[config.mk]
export PLATFORM = sky130hd
export DESIGN_NAME = oag_core
export DESIGN_NICKNAME = d
export VERILOG_FILES = /design/src/verilog/oag_pkg.sv /design/src/verilog/oag_short_if.sv /design/src/verilog/oag_short_former.sv /design/src/verilog/oag_core.sv
export SDC_FILE = /design/constraint.sdc
export NUM_CORES = 1
export LEC_CHECK = 0
export ABC_AREA = 1
export BUFFER_PORTS_ARGS = -buffer_cell sky130_fd_sc_hd__buf_2
export CAP_MARGIN = 15
export CORE_ASPECT_RATIO = 0.6
export CORE_MARGIN = 10
export CORE_UTILIZATION = 40
export DETAILED_ROUTE_END_ITERATION = 12
export PLACE_DENSITY = 0.68
export SYNTH_ARGS = -nofsm -noshare
export SYNTH_HDL_FRONTEND = slang
export SYNTH_SLANG_ARGS = --single-unit
export TNS_END_PERCENT = 5
[constraint.sdc]
create_clock -name core_clk -period 0.8 [get_ports core_clk]
set_input_delay 0.2 -clock core_clk [delete_from_list [all_inputs] [get_ports core_clk]]
set_output_delay 0.2 -clock core_clk [all_outputs]
set_load 0.01 [all_outputs]
[src/verilog/oag_pkg.sv]
// Purpose: Shared constants and types for the operand address generator.
// Assumes: 16-bit address space, 8-bit immediates.
// Notes:   All windows are inclusive bounds.
package oag_pkg;

  // ****************************************
  // Address windows
  // ****************************************
  localparam logic [15:0] SHORT_LO_SMALL = 16'hFE80;
  localparam logic [15:0] SHORT_LO_LARGE = 16'hFE20;
  localparam logic [15:0] SHORT_HI       = 16'hFF1F;
  localparam logic [15:0] FAST_RAM_HI    = 16'hFEFF;
  localparam logic [7:0]  SHORT_PAGE_HI  = 8'hFF;
  localparam logic [6:0]  SHORT_UPPER    = 7'h7F;
  localparam logic [7:0]  SFR_PAGE       = 8'hFF;
  localparam logic [7:0]  SHORT_SFR_LIM  = 8'h1F;
  localparam int          ADDR_BIT8      = 8;

  // ****************************************
  // Decoding
  // ****************************************
  localparam logic [7:0]  OPC_LOAD_ACC_PTR = 8'h2B;
  localparam logic [1:0]  PAIR_ACCUM       = 2'h0;
  localparam logic [1:0]  PAIR_COUNTER     = 2'h1;
  localparam logic [1:0]  PAIR_POINTER     = 2'h2;
  localparam logic [1:0]  PAIR_BASE        = 2'h3;
  localparam logic [15:0] ADDR_RST         = 16'h0000;
  localparam logic [2:0]  REG_RST          = 3'h0;
  localparam logic [15:0] STACK_STEP       = 16'h0001;

  typedef enum logic [2:0] {
    MODE_SHORT   = 3'b000,
    MODE_SFR     = 3'b001,
    MODE_REG     = 3'b010,
    MODE_INDIR   = 3'b011,
    MODE_BASED   = 3'b100,
    MODE_STACK   = 3'b101
  } oag_mode_t;

  typedef enum logic [2:0] {
    STK_PUSH     = 3'b000,
    STK_POP      = 3'b001,
    STK_CALL     = 3'b010,
    STK_RET      = 3'b011,
    STK_INT_SAVE = 3'b100,
    STK_INT_REST = 3'b101
  } oag_stack_t;

endpackage

[src/verilog/oag_short_if.sv]
// Purpose: Carries short direct request and result between core and former.
// Assumes: Purely combinational exchange on one clock.
// Notes:   None.
interface oag_short_if;
  logic [7:0]  immByte;
  logic        smallVariant;
  logic        wordOp;
  logic [15:0] shortAddr;
  logic        inWindow;
  logic        aligned;

  modport former (
    input  immByte,
    input  smallVariant,
    input  wordOp,
    output shortAddr,
    output inWindow,
    output aligned
  );

  modport user (
    output immByte,
    output smallVariant,
    output wordOp,
    input  shortAddr,
    input  inWindow,
    input  aligned
  );
endinterface

[src/verilog/oag_short_former.sv]
// Purpose: Forms the short direct effective address and checks its window.
// Assumes: Caller registers the results.
// Notes:   Combinational only.
module oag_short_former (
  oag_short_if.former sif
);

  logic [15:0] addr;
  logic [15:0] windowLo;

  always_comb begin
    // Low immediates land in the first register page, the rest in fast RAM
    addr[15:9] = oag_pkg::SHORT_UPPER;
    addr[oag_pkg::ADDR_BIT8] = (sif.immByte <= oag_pkg::SHORT_SFR_LIM);
    addr[7:0] = sif.immByte;
    windowLo = sif.smallVariant ? oag_pkg::SHORT_LO_SMALL
                                : oag_pkg::SHORT_LO_LARGE;
    sif.shortAddr = addr;
    sif.inWindow  = (addr >= windowLo) && (addr <= oag_pkg::SHORT_HI);
    sif.aligned   = !sif.wordOp || !addr[0];
  end

endmodule

[src/verilog/oag_core.sv]
// Purpose: Operand effective-address generator for an 8-bit core.
// Assumes: Decoded fields arrive with reqValid; pair contents are stable then.
// Notes:   One request per cycle; results appear one edge later.
module oag_core (
  input  wire logic             core_clk,
  input  wire logic             rst_n,
  input  wire logic             reqValid,
  input  wire logic [7:0]       opcode,
  input  wire logic             opcodeValid,
  input  wire oag_pkg::oag_mode_t  mode,
  input  wire oag_pkg::oag_stack_t stackOp,
  input  wire logic [7:0]       immByte,
  input  wire logic [2:0]       regField,
  input  wire logic             pairIsBase,
  input  wire logic [1:0]       pairField,
  input  wire logic             wordOp,
  input  wire logic             smallVariant,
  input  wire logic [15:0]      pointer_pair,
  input  wire logic [15:0]      base_pair,
  input  wire logic [15:0]      stack_pointer,
  output logic [15:0]           effAddr,
  output logic                  addrValid,
  output logic                  addrFault,
  output logic                  regValid,
  output logic [2:0]            regNumber,
  output logic [1:0]            register_pair_operand,
  output logic                  loadAccum
);

  // ****************************************
  // Short direct former
  // ****************************************
  oag_short_if sif ();

  oag_short_former u_short (
    .sif (sif)
  );

  assign sif.immByte      = immByte;
  assign sif.smallVariant = smallVariant;
  assign sif.wordOp       = wordOp;

  // ****************************************
  // Request decode
  // ****************************************
  // Fixed accumulator load outranks any mode request in the same cycle
  logic takeLoad;
  logic takeReq;
  logic isShort;
  logic isSfr;
  logic isReg;
  logic isIndir;
  logic isBased;
  logic isStack;
  logic isBadMode;

  always_comb begin
    takeLoad  = opcodeValid && (opcode == oag_pkg::OPC_LOAD_ACC_PTR);
    takeReq   = reqValid && !takeLoad;
    isShort   = 1'b0;
    isSfr     = 1'b0;
    isReg     = 1'b0;
    isIndir   = 1'b0;
    isBased   = 1'b0;
    isStack   = 1'b0;
    isBadMode = 1'b0;
    if (takeReq) begin
      case (mode)
        oag_pkg::MODE_SHORT: begin
          isShort = 1'b1;
        end
        oag_pkg::MODE_SFR: begin
          isSfr = 1'b1;
        end
        oag_pkg::MODE_REG: begin
          isReg = 1'b1;
        end
        oag_pkg::MODE_INDIR: begin
          isIndir = 1'b1;
        end
        oag_pkg::MODE_BASED: begin
          isBased = 1'b1;
        end
        oag_pkg::MODE_STACK: begin
          isStack = 1'b1;
        end
        default: begin
          // Undefined mode codes are refused, never guessed
          isBadMode = 1'b1;
        end
      endcase
    end
  end

  // ****************************************
  // Register page address
  // ****************************************
  logic [15:0] sfrCand;
  logic        sfrOk;

  always_comb begin
    sfrCand = {oag_pkg::SFR_PAGE, immByte};
    // Lowest part of the page belongs to short direct
    sfrOk   = immByte > oag_pkg::SHORT_SFR_LIM;
  end

  // ****************************************
  // Pair addresses
  // ****************************************
  logic [15:0] indirCand;
  logic [1:0]  indirPair;
  logic [15:0] basedCand;

  always_comb begin
    indirCand = pairIsBase ? base_pair : pointer_pair;
    indirPair = pairIsBase ? oag_pkg::PAIR_BASE : oag_pkg::PAIR_POINTER;
    // Offset is zero-extended; the carry out of bit 15 is simply dropped
    basedCand = base_pair + {8'h00, immByte};
  end

  // ****************************************
  // Stack address
  // ****************************************
  // Multi-byte pushes are separate requests; the core moves the pointer
  logic [15:0] ramLo;
  logic        preDec;
  logic [15:0] stackCand;
  logic        stackOk;

  always_comb begin
    ramLo     = smallVariant ? oag_pkg::SHORT_LO_SMALL : oag_pkg::SHORT_LO_LARGE;
    // Pushes, calls and interrupt saves write below the current top
    preDec    = (stackOp == oag_pkg::STK_PUSH) || (stackOp == oag_pkg::STK_CALL) ||
                (stackOp == oag_pkg::STK_INT_SAVE);
    stackCand = preDec ? stack_pointer - oag_pkg::STACK_STEP : stack_pointer;
    // Stack outside fast RAM is refused rather than wrapped
    stackOk   = (stackCand >= ramLo) && (stackCand <= oag_pkg::FAST_RAM_HI);
  end

  // ****************************************
  // Effective address
  // ****************************************
  logic [15:0] effAddr_r;
  logic [15:0] effAddr_nxt;

  always_comb begin
    // Held when a request names no memory location
    effAddr_nxt = effAddr_r;
    if (takeLoad) begin
      effAddr_nxt = pointer_pair;
    end else if (isShort) begin
      effAddr_nxt = sif.shortAddr;
    end else if (isSfr) begin
      effAddr_nxt = sfrCand;
    end else if (isIndir) begin
      effAddr_nxt = indirCand;
    end else if (isBased) begin
      effAddr_nxt = basedCand;
    end else if (isStack) begin
      effAddr_nxt = stackCand;
    end
  end

  always_ff @(posedge core_clk or negedge rst_n) begin
    if (!rst_n) begin
      effAddr_r <= oag_pkg::ADDR_RST;
    end else begin
      effAddr_r <= effAddr_nxt;
    end
  end

  // ****************************************
  // Address status
  // ****************************************
  logic shortOk;
  logic addrValid_r;
  logic addrValid_nxt;
  logic addrFault_r;
  logic addrFault_nxt;

  always_comb begin
    shortOk = sif.inWindow && sif.aligned;
  end

  always_comb begin
    // Refused requests in a defined mode still show their address; only the status differs
    addrValid_nxt = 1'b0;
    addrFault_nxt = 1'b0;
    if (takeLoad) begin
      addrValid_nxt = 1'b1;
    end else if (isShort) begin
      addrValid_nxt = shortOk;
      addrFault_nxt = !shortOk;
    end else if (isSfr) begin
      addrValid_nxt = sfrOk;
      addrFault_nxt = !sfrOk;
    end else if (isIndir) begin
      addrValid_nxt = 1'b1;
    end else if (isBased) begin
      addrValid_nxt = 1'b1;
    end else if (isStack) begin
      addrValid_nxt = stackOk;
      addrFault_nxt = !stackOk;
    end else if (isBadMode) begin
      addrFault_nxt = 1'b1;
    end
  end

  always_ff @(posedge core_clk or negedge rst_n) begin
    if (!rst_n) begin
      addrValid_r <= 1'b0;
      addrFault_r <= 1'b0;
    end else begin
      addrValid_r <= addrValid_nxt;
      addrFault_r <= addrFault_nxt;
    end
  end

  // ****************************************
  // Register selection
  // ****************************************
  logic        regValid_r;
  logic        regValid_nxt;
  logic [2:0]  regNumber_r;
  logic [2:0]  regNumber_nxt;
  logic [1:0]  pair_r;
  logic [1:0]  pair_nxt;

  always_comb begin
    // Number and pair hold until another result names them
    regValid_nxt  = 1'b0;
    regNumber_nxt = regNumber_r;
    pair_nxt      = pair_r;
    if (takeLoad) begin
      // The fixed load reports the pair it read through
      pair_nxt      = oag_pkg::PAIR_POINTER;
    end else if (isReg) begin
      regValid_nxt  = 1'b1;
      regNumber_nxt = regField;
      pair_nxt      = pairField;
    end else if (isIndir) begin
      pair_nxt      = indirPair;
    end else if (isBased) begin
      pair_nxt      = oag_pkg::PAIR_BASE;
    end
  end

  always_ff @(posedge core_clk or negedge rst_n) begin
    if (!rst_n) begin
      regValid_r  <= 1'b0;
      regNumber_r <= oag_pkg::REG_RST;
      pair_r      <= oag_pkg::PAIR_ACCUM;
    end else begin
      regValid_r  <= regValid_nxt;
      regNumber_r <= regNumber_nxt;
      pair_r      <= pair_nxt;
    end
  end

  // ****************************************
  // Accumulator load
  // ****************************************
  logic loadAccum_r;
  logic loadAccum_nxt;

  always_comb begin
    // High for one cycle per decoded load; back-to-back loads hold it high without a gap
    loadAccum_nxt = takeLoad;
  end

  always_ff @(posedge core_clk or negedge rst_n) begin
    if (!rst_n) begin
      loadAccum_r <= 1'b0;
    end else begin
      loadAccum_r <= loadAccum_nxt;
    end
  end

  // ****************************************
  // Outputs
  // ****************************************
  // Straight from flops so the core never sees decode glitches
  assign effAddr               = effAddr_r;
  assign addrValid             = addrValid_r;
  assign addrFault             = addrFault_r;
  assign regValid              = regValid_r;
  assign regNumber             = regNumber_r;
  assign register_pair_operand = pair_r;
  assign loadAccum             = loadAccum_r;

endmodule

==> impl_metrics.csv <==
group,metric,value,unit
setup_path,cp_max_fo,3,
sta,final.setup_skew,0,ns
detailed_routing,first_pass_iters,5,
global_route,grtUsageMet2,0.336,
setup_path,worstPathRequired,0.95,ns
detailed_routing,drc,0,
power_and_ir_drop,power,5.69,mW
cells_and_area,multi_input_area,2420,sq um
logic_synthesis,syn_nets,622,
logic_synthesis,synthCells,526,
sta,finalCritPeriodShare,2.25,
clocking,cts_tree,"done",
logic_synthesis,synth_seq_area_share,0.200,
global_route,grt_pass1_vias,4386,
clocking,clkSlewWorstSetupHoldPaths,0.07,ns
placed_design,dp.cells,854,
clocking,clock_sinks,25,
flow_run,cap_violations,0,
placed_design,place_congestion,1.02,
placed_design,io_buffer_count,106,
die,pin_count,107,
detailed_routing,wirelength,13.8,mm
detailed_routing,wl_per_cell,15.8,um
logic_synthesis,ys_types,41,
sta,fmax,554,MHz
die,chipHeight,88.5,um
cells_and_area,final_cell_mix,"nand2_1 (172), buf_4 (136), buf_2 (91)",
global_route,grt_max_degree,26,
die,coreArea,7420,sq um
min_path,hold_path.class,"in -> reg",
cells_and_area,fill_cells,659,
global_route,busiest_layer,"met2",
clocking,clockBufferDepth,2,
cells_and_area,diodes,0,
detailed_routing,vias_per_cell,5.16,
setup_path,start_kind,"input pin",
sta,tightest_slew,0.443,ns
cells_and_area,layout-drive-gt1-share,0.425,
cells_and_area,final_nets,864,
clocking,cts_max_level,1,
sta,setup_viol,49,
logic_synthesis,synth_top_area_frac,0.220,
clocking,cts_buffers,3,
placed_design,hpwl,11.3,mm
cells_and_area,layout_commonest_cell,"nand2_1",
logic_synthesis,ys_seq_elements,25,
cells_and_area,syn_to_final_growth,69.2,%
logic_synthesis,ys_top_cells_by_area,"nand2_1 (22%), dfrtp_1 (20%), inv_1 (8.2%)",
detailed_routing,ant_nets,0,
power_and_ir_drop,peakVddDrop,820,uV
sta,tns,-19.79,ns
global_route,met3_usage,0.0543,
sta,grt_setup_unrepaired,"true",
setup_path,cp-end-kind,"flop",
clocking,clock_latency,0.26,ns
power_and_ir_drop,power_density,1070,nW/um^2
power_and_ir_drop,p_leak,2.96,nW
die,initial_utilization,0.422,
global_route,antenna_found_initial,0,
die,die_area,11900,sq um
global_route,overflow,0,
cells_and_area,final_cell_count_no_fill,871,
sta,max_slew_margin,0.702,
logic_synthesis,yosysTopAreaCell,"nand2_1",
setup_path,critical_path_class,"in -> reg",
logic_synthesis,avgSynthCellArea,5.95,sq um
die,placementRows,24,
outcome,status,"complete, but fails checks",
sta,finalWorstSetupSlack,-1.00,ns
cells_and_area,regArea,626,sq um
detailed_routing,dr.first_iter.drc_count,482,
die,die_w,134,um
logic_synthesis,syn-cell-area,3130,sq um
setup_path,cp_data_arrival_time,1.96,ns
sta,finalCriticalPeriod,1.80,ns
outcome,violations,"setup timing",
sta,slew_violations,0,
sta,hold_violations,0,
detailed_routing,dr_total_vias,4493,
sta,finalHoldWorstSlack,0.134,ns
global_route,grt_pass1_wl,21.6,mm
clocking,cts-root-buf,"clkbuf_16",
global_route,grtUsageMet1,0.314,
logic_synthesis,yosysWarnings,0,
global_route,grt_use_total,0.222,
==> power by group <==
group          internal [mW]  switching, mW
combinational           1.41           1.49
sequential              1.50          0.144
clock                  0.675          0.473
==> what timing repair did <==
action | CTS | global route
hold buffers | 1 | 0
setup endpoints to repair | 50 | 50
pin swaps | 15 | 18
resized for setup | 40 | 47
buffers inserted | 9 | 3
hold endpoints to repair | 25 | 0
==> sequential cells by signal (all words and copies together), names as in the netlist <==
| name | count |
|---|---|
| effAddr | 16 |
| addrValid | 1 |
| addrFault | 1 |
| regValid | 1 |
| register_pair_operand | 2 |
| regNumber | 3 |
| loadAccum | 1 |
==> per-layer routing <==
| layer | up-vias | routed length, um |
|---|---|---|
| met3 | 25 | 1490 |
| li1 | 2204 | - |
| met2 | 238 | 5710 |
| met5 | - | 0 |
| met1 | 2026 | 6350 |
| met4 | 0 | 214 |
==> critical path, cell delays in order <==
cell,delay (ns)
buf_6,0.10
nand2_4,0.08
nand3_4,0.10
inv_4,0.07
nand2_4,0.05
nor2_4,0.11
xor2_2,0.08
ha_1,0.30
nand3_1,0.08
nor2_1,0.09
nand2_1,0.05
nor2_1,0.09
nand2_1,0.07
nand2_2,0.09
nand4_1,0.20
nand2_1,0.13
a21oi_1,0.07
==> path summary, 6_finish.rpt <==
| check | startpoint | endpoint | depth (start not counted) | slack (ns) |
|---|---|---|---|---|
| min | regField[2] | regNumber[2] | 3 | 0.13 |
| max reg2reg | register_pair_operand[1] | register_pair_operand[1] | 1 | -0.03 |
| max in group asynchronous | rst_n | effAddr[8] | 3 | 0.20 |
| min reg2reg | effAddr[13] | effAddr[13] | 2 | 0.47 |
| max | stackOp[1] | addrFault | 17 | -1.00 |
| min in group asynchronous | rst_n | regValid | 3 | 0.45 |
==> synth_stat cells <==
master,number
inv_2,2
nor2_1,37
a21boi_0,4
dfrtp_1,25
nand2_1,183
nand2_4,4
o211ai_1,9
nor2_2,2
buf_6,1
clkbuf_1,3
nand3_4,1
fa_1,1
o21ai_0,22
clkinv_4,1
a21o_1,2
nand2_2,2
o21ai_1,2
nand4_4,1
o21bai_1,1
nand3_1,41
nor3_2,1
nor3_4,1
buf_4,3
nor3_1,12
xnor2_1,1
a31oi_1,5
o32a_1,1
xor2_1,11
nand4_1,8
inv_1,68
nor2_8,1
buf_2,6
o221ai_1,2
a21oi_1,35
nor2_4,2
or2_2,5
o22ai_1,3
and2_1,2
or2_1,1
a22oi_1,1
ha_1,13
==> cell families after synthesis <==
kind of cell / Yosys count / synth area share
AOI/OAI and AO/OA: 87 / 0.160
xor gates and xnor gates: 12 / 0.0336
adders and majority gates: 14 / 0.0584
buffers and inverters: 84 / 0.111
DFF: 25 / 0.200
and+or+nand+nor: 304 / 0.437
==> per-stage QoR <==
step	worst slack, ns	utilization	cell area, sq um
2_1_floorplan	-0.902	-	3150
3_3_place_gp	-1.33	0.639	4740
3_5_place_dp	-1.42	0.639	4740
4_1_cts	-0.966	0.683	5070
5_1_grt	-1.12	0.714	5300
6_report	-1.00	0.714	5300
==> final cells by class <==
cell class                      instances  area share
Tap cell                              104      0.0246
Clock buffer                            3      0.0142
Clock inverter                          1    0.000945
Sequential cell                        25       0.118
Multi-Input combinational cell        417       0.456
Inverter                               71      0.0527
Timing Repair Buffer                  250       0.333
Power figures use the tool's default switching activity.
